**config.mk**
```make
export PLATFORM = sky130hd
export DESIGN_NAME = psf_feature_reg
export DESIGN_NICKNAME = d
export VERILOG_FILES = /design/src/core/psf_pkg.sv /design/src/core/psf_feature_reg.sv
export VERILOG_INCLUDE_DIRS = /design/src /design/src/core
export SDC_FILE = /design/constraint.sdc
export NUM_CORES = 1
export LEC_CHECK = 0
export BUFFER_PORTS_ARGS = -buffer_cell sky130_fd_sc_hd__buf_2
export CELL_PAD_IN_SITES_DETAIL_PLACEMENT = 1
export CELL_PAD_IN_SITES_GLOBAL_PLACEMENT = 2
export CORE_MARGIN = 8
export CORE_UTILIZATION = 15
export CTS_CLUSTER_SIZE = 14
export DETAILED_ROUTE_END_ITERATION = 16
export GPL_TIMING_DRIVEN = 0
export PLACE_DENSITY = 0.89
export SLEW_MARGIN = 20
export SYNTH_ARGS = -nofsm -noshare
export SYNTH_HDL_FRONTEND = slang
export SYNTH_SLANG_ARGS = --single-unit
export TNS_END_PERCENT = 5
```
**constraint.sdc**
```tcl
create_clock -name i_clk -period 3.5 [get_ports i_clk]
set_input_delay 0.175 -clock i_clk [delete_from_list [all_inputs] [get_ports i_clk]]
set_output_delay 0.175 -clock i_clk [all_outputs]
set_load 0.1 [all_outputs]
```
**src/core/psf_defines.svh**
```systemverilog
// constants for the profiling sampler feature register and its access checks
`ifndef PSF_DEFINES_SVH
`define PSF_DEFINES_SVH

`define PSF_COUNTER_WIDTH_LSB     16
`define PSF_COUNTER_WIDTH_CODE    4'h2
`define PSF_RECORD_SIZE_LSB       12
`define PSF_RECORD_SIZE_CODE      4'h6
`define PSF_INTERVAL_HINT_LSB     8
`define PSF_INTERVAL_HINT_CODE    4'h4
`define PSF_RANDOM_STYLE_BIT      5
`define PSF_RANDOM_STYLE_VAL      1'h0
`define PSF_LOAD_SOURCE_BIT       4
`define PSF_LOAD_SOURCE_VAL       1'h1
`define PSF_GRANULARITY_BIT       3
`define PSF_GRANULARITY_VAL       1'h0
`define PSF_LATENCY_FILT_BIT      2
`define PSF_OPTYPE_FILT_BIT       1
`define PSF_EVENT_FILT_BIT        0

`define PSF_ENC_OP0               2'h3
`define PSF_ENC_OP1               3'h0
`define PSF_ENC_CRN               4'h9
`define PSF_ENC_CRM               4'h9
`define PSF_ENC_OP2               3'h7

`define PSF_SYNDROME_CLASS        6'h18
`define PSF_OWN_SECURE            2'h1
`define PSF_OWN_NONSECURE         2'h3

`endif

```
**src/core/psf_pkg.sv**
```systemverilog
// types for the profiling sampler feature register
package psf_pkg;

  typedef enum logic [1:0] {
    PSF_EL_USER    = 2'h0,
    PSF_EL_KERNEL  = 2'h1,
    PSF_EL_HYP     = 2'h2,
    PSF_EL_MONITOR = 2'h3
  } psf_el_t;

  typedef enum logic [1:0] {
    PSF_RES_DATA  = 2'h0,
    PSF_RES_UNDEF = 2'h1,
    PSF_RES_TRAP  = 2'h2
  } psf_res_t;

endpackage : psf_pkg

```
**src/core/psf_feature_reg.sv**
```systemverilog
// profiling sampler feature register with its read access checks
// Notes on behaviour
// - read-only 64-bit feature register, fixed values
// - bits 19:16 code 12-bit saturating counters
// - bits 15:12 read 0110, 64-byte records
// - bits 11:8 recommend minimum interval 1,024
// - bit 5 zero, random added at start
// - bit 4 one, bit 3 zero
// - bit 2 reads one, latency filter
// - bit 1 reads one, op-type filter
// - bit 0 reads one, event filter
// - decode op0 11, op1 0, 1001, 1001, 111
// - user-level read is undefined
// - kernel fine-grain read trap to hypervisor
// - kernel hypervisor profiling trap to hypervisor
// - secure ownership not 01 traps to monitor
// - non-secure ownership not 11 traps monitor
// - hypervisor level applies only ownership checks
// - monitor level always returns the value
`timescale 1ns/1ps
`include "psf_defines.svh"

module psf_feature_reg
  import psf_pkg::*;
(
  input  wire logic        i_clk,                    // core clock, 200 MHz
  input  wire logic        i_rst,                    // synchronous reset, active high
  input  wire logic        i_req,                    // system-register access request pulse
  input  wire logic        i_write,                  // access is a write
  input  wire logic [1:0]  i_op0,                    // encoding op0
  input  wire logic [2:0]  i_op1,                    // encoding op1
  input  wire logic [3:0]  i_crn,                    // encoding CRn
  input  wire logic [3:0]  i_crm,                    // encoding CRm
  input  wire logic [2:0]  i_op2,                    // encoding op2
  input  wire logic [1:0]  i_el,                     // current exception level
  input  wire logic        i_hyp_enabled,            // hypervisor level enabled
  input  wire logic        i_fine_grain_trap_enable, // monitor fine-grained trap enable
  input  wire logic        i_hyp_fine_read_trap_bit, // hypervisor fine read trap for this reg
  input  wire logic        i_hyp_profiling_trap,     // hypervisor profiling trap
  input  wire logic [1:0]  i_monitor_buffer_ownership, // monitor buffer ownership field
  input  wire logic        i_nonsecure_state_flag,   // non-secure state
  output logic             o_hit,                    // answer valid, one cycle
  output logic [63:0]      o_rdata,                  // read data
  output logic             o_undef,                  // undefined instruction
  output logic             o_trap,                   // trap taken
  output logic [1:0]       o_trap_el,                // target level of trap
  output logic [5:0]       o_trap_class              // syndrome class
);

  logic [63:0] feature_value;
  logic        sel;
  psf_res_t    res;
  psf_el_t     tgt;

  // fixed value built from constants; no storage, so writes cannot alter it
  always_comb begin
    feature_value = 64'h0;
    feature_value[`PSF_COUNTER_WIDTH_LSB +: 4] = `PSF_COUNTER_WIDTH_CODE;
    feature_value[`PSF_RECORD_SIZE_LSB +: 4]   = `PSF_RECORD_SIZE_CODE;
    feature_value[`PSF_INTERVAL_HINT_LSB +: 4] = `PSF_INTERVAL_HINT_CODE;
    feature_value[`PSF_RANDOM_STYLE_BIT]       = `PSF_RANDOM_STYLE_VAL;
    feature_value[`PSF_LOAD_SOURCE_BIT]        = `PSF_LOAD_SOURCE_VAL;
    feature_value[`PSF_GRANULARITY_BIT]        = `PSF_GRANULARITY_VAL;
    feature_value[`PSF_LATENCY_FILT_BIT]       = 1'h1;
    feature_value[`PSF_OPTYPE_FILT_BIT]        = 1'h1;
    feature_value[`PSF_EVENT_FILT_BIT]         = 1'h1;
  end

  // a write with this encoding gets no answer at all, so it cannot alter the value
  assign sel = i_req && !i_write && i_op0 == `PSF_ENC_OP0 && i_op1 == `PSF_ENC_OP1
               && i_crn == `PSF_ENC_CRN && i_crm == `PSF_ENC_CRM
               && i_op2 == `PSF_ENC_OP2;

  // priority follows the access check order; the ownership check is shared
  always_comb begin
    logic own_bad;
    own_bad = (!i_nonsecure_state_flag && i_monitor_buffer_ownership != `PSF_OWN_SECURE)
           || (i_nonsecure_state_flag && i_monitor_buffer_ownership != `PSF_OWN_NONSECURE);
    res = PSF_RES_DATA;
    tgt = PSF_EL_USER;
    case (psf_el_t'(i_el))
      PSF_EL_USER: begin
        res = PSF_RES_UNDEF;
      end
      PSF_EL_KERNEL: begin
        if (i_hyp_enabled && i_fine_grain_trap_enable && i_hyp_fine_read_trap_bit) begin
          res = PSF_RES_TRAP;
          tgt = PSF_EL_HYP;
        end else if (i_hyp_enabled && i_hyp_profiling_trap) begin
          res = PSF_RES_TRAP;
          tgt = PSF_EL_HYP;
        // hypervisor traps take precedence over the ownership check
        end else if (own_bad) begin
          res = PSF_RES_TRAP;
          tgt = PSF_EL_MONITOR;
        end
      end
      PSF_EL_HYP: begin
        if (own_bad) begin
          res = PSF_RES_TRAP;
          tgt = PSF_EL_MONITOR;
        end
      end
      PSF_EL_MONITOR: begin
        res = PSF_RES_DATA;
      end
      default: begin
        res = PSF_RES_UNDEF;
      end
    endcase
  end

  logic        hit_r, hit_nxt;
  logic [63:0] rdata_r, rdata_nxt;
  logic        undef_r, undef_nxt;
  logic        trap_r, trap_nxt;
  logic [1:0]  trap_el_r, trap_el_nxt;
  logic [5:0]  trap_class_r, trap_class_nxt;

  always_comb begin
    hit_nxt        = sel;
    rdata_nxt      = 64'h0;
    undef_nxt      = 1'b0;
    trap_nxt       = 1'b0;
    trap_el_nxt    = 2'h0;
    trap_class_nxt = 6'h0;
    if (sel) begin
      case (res)
        PSF_RES_DATA: begin
          rdata_nxt = feature_value;
        end
        PSF_RES_UNDEF: begin
          undef_nxt = 1'b1;
        end
        PSF_RES_TRAP: begin
          trap_nxt       = 1'b1;
          trap_el_nxt    = tgt;
          trap_class_nxt = `PSF_SYNDROME_CLASS;
        end
        default: begin
          undef_nxt = 1'b1;
        end
      endcase
    end
  end

  // answers are registered so every output comes straight from a flip-flop
  always_ff @(posedge i_clk) begin
    if (i_rst) begin
      hit_r        <= 1'b0;
      rdata_r      <= 64'h0;
      undef_r      <= 1'b0;
      trap_r       <= 1'b0;
      trap_el_r    <= 2'h0;
      trap_class_r <= 6'h0;
    end else begin
      hit_r        <= hit_nxt;
      rdata_r      <= rdata_nxt;
      undef_r      <= undef_nxt;
      trap_r       <= trap_nxt;
      trap_el_r    <= trap_el_nxt;
      trap_class_r <= trap_class_nxt;
    end
  end

  assign o_hit        = hit_r;
  assign o_rdata      = rdata_r;
  assign o_undef      = undef_r;
  assign o_trap       = trap_r;
  assign o_trap_el    = trap_el_r;
  assign o_trap_class = trap_class_r;

  // checks on the answer, one cycle after the request is taken
  property p_value;
    @(posedge i_clk) disable iff (i_rst)
      o_hit && !o_undef && !o_trap |-> o_rdata == 64'h0000_0000_0002_6417;
  endproperty
  a_value: assert property (p_value) else $error("feature value wrong");

  property p_decode;
    @(posedge i_clk) disable iff (i_rst)
      i_req && !i_write && {i_op0, i_op1, i_crn, i_crm, i_op2} != 16'hC4CF |=> !o_hit;
  endproperty
  a_decode: assert property (p_decode) else $error("wrong encoding answered");

  property p_user;
    @(posedge i_clk) disable iff (i_rst)
      sel && i_el == 2'h0 |=> o_undef && !o_trap && o_rdata == 64'h0;
  endproperty
  a_user: assert property (p_user) else $error("user read not undefined");

  property p_fine;
    @(posedge i_clk) disable iff (i_rst)
      sel && i_el == 2'h1 && i_hyp_enabled && i_fine_grain_trap_enable
      && i_hyp_fine_read_trap_bit |=> o_trap && o_trap_el == 2'h2 && o_trap_class == 6'h18;
  endproperty
  a_fine: assert property (p_fine) else $error("fine trap missing");

  property p_prof;
    @(posedge i_clk) disable iff (i_rst)
      sel && i_el == 2'h1 && i_hyp_enabled && i_hyp_profiling_trap
      |=> o_trap && o_trap_el == 2'h2;
  endproperty
  a_prof: assert property (p_prof) else $error("profiling trap missing");

  property p_sec;
    @(posedge i_clk) disable iff (i_rst)
      sel && i_el == 2'h2 && !i_nonsecure_state_flag && i_monitor_buffer_ownership != 2'h1
      |=> o_trap && o_trap_el == 2'h3 && o_trap_class == 6'h18;
  endproperty
  a_sec: assert property (p_sec) else $error("secure ownership trap missing");

  property p_nsec;
    @(posedge i_clk) disable iff (i_rst)
      sel && i_el[1] != i_el[0] && i_nonsecure_state_flag && i_monitor_buffer_ownership != 2'h3
      && !(i_el == 2'h1 && i_hyp_enabled) |=> o_trap && o_trap_el == 2'h3;
  endproperty
  a_nsec: assert property (p_nsec) else $error("non-secure ownership trap missing");

  property p_hyp_ok;
    @(posedge i_clk) disable iff (i_rst)
      sel && i_el == 2'h2 && i_monitor_buffer_ownership == {i_nonsecure_state_flag, 1'h1}
      |=> o_hit && !o_trap && !o_undef;
  endproperty
  a_hyp_ok: assert property (p_hyp_ok) else $error("hypervisor read refused");

  property p_mon;
    @(posedge i_clk) disable iff (i_rst)
      sel && i_el == 2'h3 |=> !o_trap && !o_undef && o_rdata[2:0] == 3'h7;
  endproperty
  a_mon: assert property (p_mon) else $error("monitor read refused");

  property p_write;
    @(posedge i_clk) disable iff (i_rst)
      i_req && i_write |=> !o_hit;
  endproperty
  a_write: assert property (p_write) else $error("write answered");

  // every decoded read is answered exactly one cycle later
  property p_answer;
    @(posedge i_clk) disable iff (i_rst)
      i_req && !i_write && {i_op0, i_op1, i_crn, i_crm, i_op2} == 16'hC4CF |=> o_hit;
  endproperty
  a_answer: assert property (p_answer) else $error("decoded read not answered");

  // with no answer every output rests at zero
  property p_quiet;
    @(posedge i_clk) disable iff (i_rst)
      !o_hit |-> o_rdata == 64'h0 && !o_undef && !o_trap && o_trap_el == 2'h0
      && o_trap_class == 6'h0;
  endproperty
  a_quiet: assert property (p_quiet) else $error("outputs active without an answer");

  // an answer carries one outcome only; a refused read returns no data
  property p_one_kind;
    @(posedge i_clk) disable iff (i_rst)
      o_hit && (o_undef || o_trap) |-> o_undef != o_trap && o_rdata == 64'h0;
  endproperty
  a_one_kind: assert property (p_one_kind) else $error("answer has mixed outcome");

  // a trap always names a higher level and the system access class
  property p_trap_code;
    @(posedge i_clk) disable iff (i_rst)
      o_trap |-> o_hit && o_trap_class == 6'h18 && o_trap_el[1];
  endproperty
  a_trap_code: assert property (p_trap_code) else $error("trap code wrong");

  // kernel level without a hypervisor still meets the ownership check
  property p_kern_sec;
    @(posedge i_clk) disable iff (i_rst)
      sel && i_el == 2'h1 && !i_hyp_enabled && !i_nonsecure_state_flag
      && i_monitor_buffer_ownership != 2'h1 |=> o_trap && o_trap_el == 2'h3;
  endproperty
  a_kern_sec: assert property (p_kern_sec) else $error("kernel ownership trap missing");

  // kernel read with no trap condition returns the value
  property p_kern_ok;
    @(posedge i_clk) disable iff (i_rst)
      sel && i_el == 2'h1 && i_monitor_buffer_ownership == {i_nonsecure_state_flag, 1'h1}
      && !(i_hyp_enabled && (i_hyp_profiling_trap || i_fine_grain_trap_enable
      && i_hyp_fine_read_trap_bit)) |=> o_hit && !o_trap && !o_undef;
  endproperty
  a_kern_ok: assert property (p_kern_ok) else $error("kernel read refused");

  // reserved bits never carry anything, whatever the outcome
  property p_rsvd;
    @(posedge i_clk) disable iff (i_rst)
      o_hit |-> o_rdata[63:20] == 44'h0 && o_rdata[7:6] == 2'h0;
  endproperty
  a_rsvd: assert property (p_rsvd) else $error("reserved bits set");

  // style, source and granularity bits of a returned value
  property p_fields;
    @(posedge i_clk) disable iff (i_rst)
      o_hit && !o_undef && !o_trap |-> o_rdata[5:3] == 3'h2 && o_rdata[19:16] == 4'h2;
  endproperty
  a_fields: assert property (p_fields) else $error("feature fields wrong");

  // reset clears every output by the following edge
  property p_reset;
    @(posedge i_clk)
      i_rst |=> !o_hit && !o_undef && !o_trap && o_rdata == 64'h0 && o_trap_class == 6'h0;
  endproperty
  a_reset: assert property (p_reset) else $error("outputs not cleared by reset");

endmodule : psf_feature_reg

```
=== After elaboration in Yosys (flattened, before gate mapping) ===
Index checks and enable logic that the tools add are counted.

* Eq/ne operators: 10
* Muxes and demuxes: 12
* Bitwise logic cells: 2
* Reduce and logical (&&, ||, !) cells: 20

{| class="wikitable"
|+ Operators with widths
! cell !! number
|-
| $mux 18 || 1
|-
| $mux 2 || 6
|-
| $logic_and 1x1->1 || 11
|-
| $eq 2x2->1 const B || 4
|-
| $eq 4x4->1 const B || 2
|-
| $pmux 2 s4 || 1
|-
| $mux 5 || 1
|-
| $logic_not 2->1 || 2
|-
| $pmux 2 s2 || 1
|-
| $reduce_or 2->1 || 2
|-
| $eq 3x3->1 const B || 1
|-
| $logic_not 3->1 || 1
|-
| $reduce_or 3->1 || 1
|-
| $eq 2x1->1 const B || 1
|-
| $logic_not 1->1 || 2
|-
| $mux 1 || 2
|-
| $ne 2x1->1 const B || 1
|-
| $ne 2x2->1 const B || 1
|-
| $not 1->1 || 2
|-
| $logic_or 1x1->1 || 1
|}

* Register bits after elaboration: 75
* Input port bits: 29
* Output and inout bits: 75
* Word-level logic and storage cells: 50

=== Depth between registers and ports, before layout ===
Gate-level depths: netlist of the first run.

* Word-level depth: 10
* Mapped depth: 6
* Gate-level depth less buffers: 6

=== Worst setup path before layout of the first run ===
Ideal clock, no wire load.

* Path kind: reg2out
* Start: register, netlist name o_rdata[14]
* End: output port o_rdata[10]
* Data arrival time: 1.464 ns
* Data required time: 3.325 ns
* Slack: 1.861 ns
* Stages on the path, launching flop included: 2
* Buffers on the path: 1
* Path through: dfxtp_1 -> buf_4

{| class="wikitable"
|+ RTL lines
! item !! line !! source
|-
| end: declaration || psf_feature_reg.sv:43 || <nowiki>output logic [63:0] o_rdata,</nowiki>
|}

=== Final worst setup path of the first run ===
* Start: input port i_op1[1]
* End: register rdata_r[14], in the netlist o_rdata[14]

* Cells in the longest elaborated chain, start to end: 7

{| class="wikitable"
|+ RTL lines
! item !! line !! source
|-
| start: declaration || psf_feature_reg.sv:31 || <nowiki>input wire logic [2:0] i_op1,</nowiki>
|-
| $logic_not 3->1 (no line) || - ||
|-
| $logic_and 1x1->1 (no line) (4 in a row) || - ||
|-
| $not 1->1 (no line) || - ||
|-
| $reduce_or 2->1 (no line) || - ||
|-
| end signal: assignment || psf_feature_reg.sv:158 || <nowiki>rdata_r <= rdata_nxt;</nowiki>
|-
| end: declaration || psf_feature_reg.sv:114 || <nowiki>logic [63:0] rdata_r, rdata_nxt;</nowiki>
|}

No other way between the ends.
A chain may end at the register's enable or synchronous reset.

==> results.md, run 1 <==
* CTS root buf: clkbuf_8
* Crit path launch type: primary input
* Total gr overflow at 0
* First-pass GRT wire length at 3770 microns
* Post-route DRC at 0
* Final setup vio count at 0
* HP Class: in2reg
* Cts repair resizes at 0
* RSZ-0062 raised after global routing: no
* Width of the die at 91.0 microns
* Number of synthesized flops with an enable pin at 0
* CTS tree: built
* Drt pass-1 iters at 3
* Final min period at 1430 ps
* Final cycle utilization of the critical path at 40.9%
* PortBufs at 43
* LEAKAGE at 0.929 nW
* N_diodes at 0
* Met1 GRT Util at 3.99%
* Setup_tns at 0 ps
* Met2 Use GR at 11.3%
* Async set-reset flop share out of synthesis at 0%
* Clk sinks at 6
* TritonCTS Buffers at 3
* Gr busiest metal: met2
* Most numerous cell in the Yosys netlist: buf_4
* Status: finished, final reports clean
* Routed len/inst at 9.00 microns
* Antenna Violating Nets Remaining at 0
* IO Pins at 104
* CTS Buffer Depth at 2
* Vias in the first global route at 864
* Initial antenna violation count at 0
* Post-Syn Area per Cell at 8.20 sq um
* Initial drt markers at 3
* CP top delay family: simple AND/OR/NAND/NOR gates
* Setup Crit Path Kind: in2reg
* Max incr delay on CP at 540 ps
* Syn Inst Count at 103
* Non-filler cells, final at 280
* Endpoints failing hold at 0
* Yosys top cell area share at 61.3%
* Peak VDD IR at 122 uV
* DRT Wirelength at 2520 microns
* # rows at 27
* Required @ worst endpoint at 3640 ps
* Distinct cells, synth at 20
* Yosys reg bits at 6
* CTS Hold Bufs at 0
* FMAX at 699 MHz
* Initial Utilization at 15.4%
* CP Cell Sequence: buf_2 -> or4b_1 -> nor4_2 -> nand4_2 -> nor3b_1
* All-Layer GR Usage at 5.51%
* Met3 usage at 2.88%
* Synth top cells by count: buf_4, dfxtp_1, ha_1, inv_1, nor3_1
* Synth Flop Type: dfxtp_1
* Post-DR vias/cell at 2.89
* Final #Nets at 243
* Pins Over Slew Limit at 0
* Chip Height at 91.0 microns
* Total power at 0.536 mW
* Final GP Congestion at 0.671
* Worst path slowest cell: or4b_1
* Buffers & Inverters on Critical Path at 1
* Placed instance count at 277
* Post-synthesis sequential area ratio at 14.2%
* Vias post-DR at 809
* CP Data Arrival Time at 1570 ps
* Area Overhead vs Synth at 67.3%
* CTS clk-pin slew, worst paths at 30 ps
* Worst hold slack at 273 ps
* Synth top area cells: buf_4, dfxtp_1, ha_1, or4b_1, nor3_1
* Die ar. at 0.00829 sq mm
* Core Box Area at 0.00547 sq mm
* Ys Warns at 0
* # Max-Cap Violations at 0
* Layout cells sized above 1 at 56.3%
* Area leader, netlist: buf_4
* Final core occ at 25.8%
* Setup crit end kind: flop
* Largest net degree at the start of global routing at 9
* Power Dens Cells at 379 mW/mm^2
* H-tree depth at 1
* Mapped cell area at 845 sq um
* Crit Path Max Fanout at 6
* Post-CTS setup buffers at 0
## worst min-delay path: stages
cell	delay, ps
buf_2	100
nand4_2	120
inv_1	50
## power by group
| part | internal (mW) | switching [mW] | total, mW |
|---|---|---|---|
| registers | 0.0688 | 0.0000000624 | 0.0688 |
| logic | 0.0627 | 0.302 | 0.365 |
| clock network | 0.0738 | 0.0286 | 0.102 |
| total | 0.205 | 0.331 | 0.536 |
## final timing paths
check	startpoint	to	slack (ps)	cells after the start
max	i_op1[1]	o_rdata[14]	2070	5
min	i_op2[0]	o_hit	270	3
## kinds of logic (layout without fill, tap and decap cells)
logic type	Yosys count	after routing	synth area share (%)
buf+inv	73	119	63.1
simple gates	14	14	12.4
flops	6	6	14.2
fa+ha+maj	4	4	5.93
compound gates	4	4	2.81
other cells	1	60	0.444
xor+xnor	1	1	1.04
## layout make-up
cell class | instances | area, sq um
Inverter | 4 | 15.0
Buffer | 69 | 518
Tap cell | 72 | 90.1
Multi-Input combinational cell | 83 | 413
Sequential cell | 6 | 120
Timing Repair Buffer | 43 | 215
Clock buffer | 3 | 41.3
Fill cell | 710 | 4060
## flip-flops by register name, indices dropped and copies added (netlist names)
register      cells
o_trap_el         2
o_hit             1
o_rdata           1
o_trap_class      1
o_undef           1
## through the flow
step                      instance area [sq um]  worst slack (ps)
final                                      1410              2070
after global routing                       1410              1960
after CTS                                  1410              2000
after detailed placement                   1370              1770
after global placement                     1370              1800
after floorplan                            1070              1860
## per-layer routing
metal  part of all wire [%]  up-vias
met5                      0        -
met4                    1.2        0
met3                     11        3
met2                     55       51
met1                     33      346
li1                       -      409
## cell usage in the layout (no fill, tap or decap), drive strengths merged
cell	Yosys	routed
nor4	1	1
buf	69	112
nor3	3	3
nand2b	1	1
a31oi	1	1
nand2	1	1
nand4b	1	1
nand4	1	1
a21oi	1	1
dfxtp	6	6
nor3b	1	1
clkbuf	0	3
xnor2	1	1
ha	4	4
a21o	1	1
or4b	2	2
conb	1	60
inv	4	4
nand4bb	1	1
nor2	2	2
o21ai	1	1
(Power assumes the default switching activity.)
==> run 2: changes to the inputs <==
Settings changed: CORE_UTILIZATION 15 to 13, PLACE_DENSITY 0.89 to 0.83.
Clock period 3.5 ns to 1.2 ns, I/O delays scaled along.
==> results.md, run 2 (synthesized netlist as in run 1, its figures left out) <==
* Largest net degree at the start of global routing at 9 (unchanged)
* Crit Path Max Fanout at 6 (unchanged)
* Setup crit end kind: flop
* Final setup vio count at 2 (+2)
* Vias in the first global route at 897 (+3.8%)
* Final #Nets at 243 (unchanged)
* Sw Ratio at 61.6% (-0.15 points)
* Final cycle utilization of the critical path at 103%
* Antenna Violating Nets Remaining at 0 (unchanged)
* Die ar. at 0.00933 sq mm (+13%)
* Cell Area, Placed at 0.00138 sq mm (+0.55%)
* FILL cells at 800 (+13%)
* Area Overhead vs Synth at 76.3%
* FMAX at 808 MHz
* Max FFs per register at 2 (unchanged)
* Setup Crit Path Kind: in2reg
* Failing checks: negative setup slack
* All-Layer GR Usage at 5.20% (-0.31 points)
* CTS tree: built
* Status: finished with violations
* Pre-CTS setup slack at -372 ps (-2140 ps)
* First-pass GRT wire length at 4080 microns (+8.4%)
* Total gr overflow at 0 (unchanged)
* Worst hold slack at 174 ps (-98.4 ps)
* H-tree depth at 1 (unchanged)
* Post-route DRC at 0 (unchanged)
* DRT Wirelength at 2610 microns (+3.4%)
* Most used cells in the layout excluding fill and tap cells: buf_4, conb_1, buf_2
* Seq. cell area at 121 sq um (+1.0%)
* CTS Buffer Depth at 2 (unchanged)
* Placed instance count at 282 (+1.8%)
* CTS Hold Bufs at 0 (unchanged)
* LEAKAGE at 0.946 nW (+1.8%)
* Clock share of power at 18.4% (-0.7 points)
* Multi-input gate area at 458 sq um (+11%)
* Gate power share at 68.8% (+0.7 points)
* CP Cell Sequence: buf_6 -> or4b_4 -> nor4_4 -> nand4_4 -> nor3_2
* Post-DR vias/cell at 2.80 (-3.1%)
* CTS root buf: clkbuf_8
* Finished Cell Area at 0.00149 sq mm (+5.4%)
* Crit path launch type: primary input
* Drt pass-1 iters at 2 (-1)
* Chip Height at 96.6 microns (+6.1%)
* CP Data Arrival Time at 1380 ps (-190 ps)
* Setup_tns at -65.9 ps (-65.9 ps)
* Initial antenna violation count at 0 (unchanged)
* Endpoints failing hold at 0 (unchanged)
* Peak VDD IR at 342 uV (+180%)
* Final core occ at 23.6% (-2.2 points)
* Required @ worst endpoint at 1350 ps (-2290 ps)
* Max incr delay on CP at 530 ps (about the same)
* PortBufs at 43 (unchanged)
* CTS clk-pin slew, worst paths at 30 ps (about the same)
* Worst path slowest cell: or4b_4
* Clk sinks at 6 (unchanged)
* # Max-Cap Violations at 0 (unchanged)
* Initial drt markers at 8 (+5)
* Most common cell after layout, fill and taps aside: buf_4
* Sequential share of power at 12.8% (about the same)
* # rows at 29 (+7.4%)
* Initial Utilization at 13.4% (-2.1 points)
* Power Dens Cells at 1050 mW/mm^2 (+180%)
* Final min period at 1240 ps
* Core Box Area at 0.00631 sq mm (+15%)
* Total power at 1.57 mW (+190%)
* RSZ-0062 raised after global routing: yes
* Final GP Congestion at 0.695 (+3.5%)
* Width of the die at 96.6 microns (+6.1%)
* TritonCTS Buffers at 3 (unchanged)
* Pins Over Slew Limit at 0 (unchanged)
* P_int at 0.603 mW (+190%)
* N_diodes at 0 (unchanged)
* Routed len/inst at 9.14 microns (+1.6%)
* Switching power total at 0.965 mW (+190%)
* Worst setup margin at -37.3 ps (-2110 ps)
* HP Class: in2reg
* Non-filler cells, final at 285 (+1.8%)
* Vias post-DR at 798 (-1.4%)
* IO Pins at 104 (unchanged)
* Layout cells sized above 1 at 59.6% (+3.4 points)
[run 2: changes by cell type in the layout (fill, tap and decap cells not counted), moves of 2 or more]
cell / delta
buf_2: -8
buf_4: +7
nor3_2: +3
nor3_1: -3
or4b_4: +2
or4b_1: -2
[run 2: timing repair]
item	CTS	global route
pin swaps	6	1
setup endpoints to repair	12	5
resized for setup	16	0
setup buffers	0	0
[run 2: path summary, 6_finish.rpt]
| path | from | end | slack [ps] | depth (start not counted) |
|---|---|---|---|---|
| setup / recovery | i_rst | o_trap_class[3] | -40 | 5 |
| hold / removal | i_op2[1] | o_trap_el[0] | 170 | 3 |
[run 2: area by class of cell]
class | count | share of cell area [%]
Sequential cell | 6 | 8.15
Multi-Input combinational cell | 83 | 30.8
Buffer | 69 | 34.8
Inverter | 4 | 1.01
Clock buffer | 3 | 2.77
Timing Repair Buffer | 43 | 16.1
Tap cell | 77 | 6.47
[run 2: worst max-delay path: cells and delay by family]
| family | cells | cell delay, ps |
|---|---|---|
| simple gates | 4 | 1220 |
| buf+inv | 1 | 90 |
[run 2: layer usage]
metal  vias to the layer above  GRT usage, %  wire length [microns]
met1                       343          3.75                    759
met5                         -             0                      0
met4                         0          2.13                     29
met2                        44          11.0                   1570
li1                        407             -                      -
met3                         4          2.35                    240
[run 2: power by group through the flow]
| stage | logic (mW) | clock network, mW | registers (mW) |
|---|---|---|---|
| floorplan | 0.996 | 0 | 0.204 |
| global placement | 1.05 | 0 | 0.204 |
| detailed placement | 1.05 | 0 | 0.204 |
| CTS | 1.06 | 0.300 | 0.201 |
| global route | 1.11 | 0.319 | 0.200 |
| finish | 1.08 | 0.289 | 0.201 |
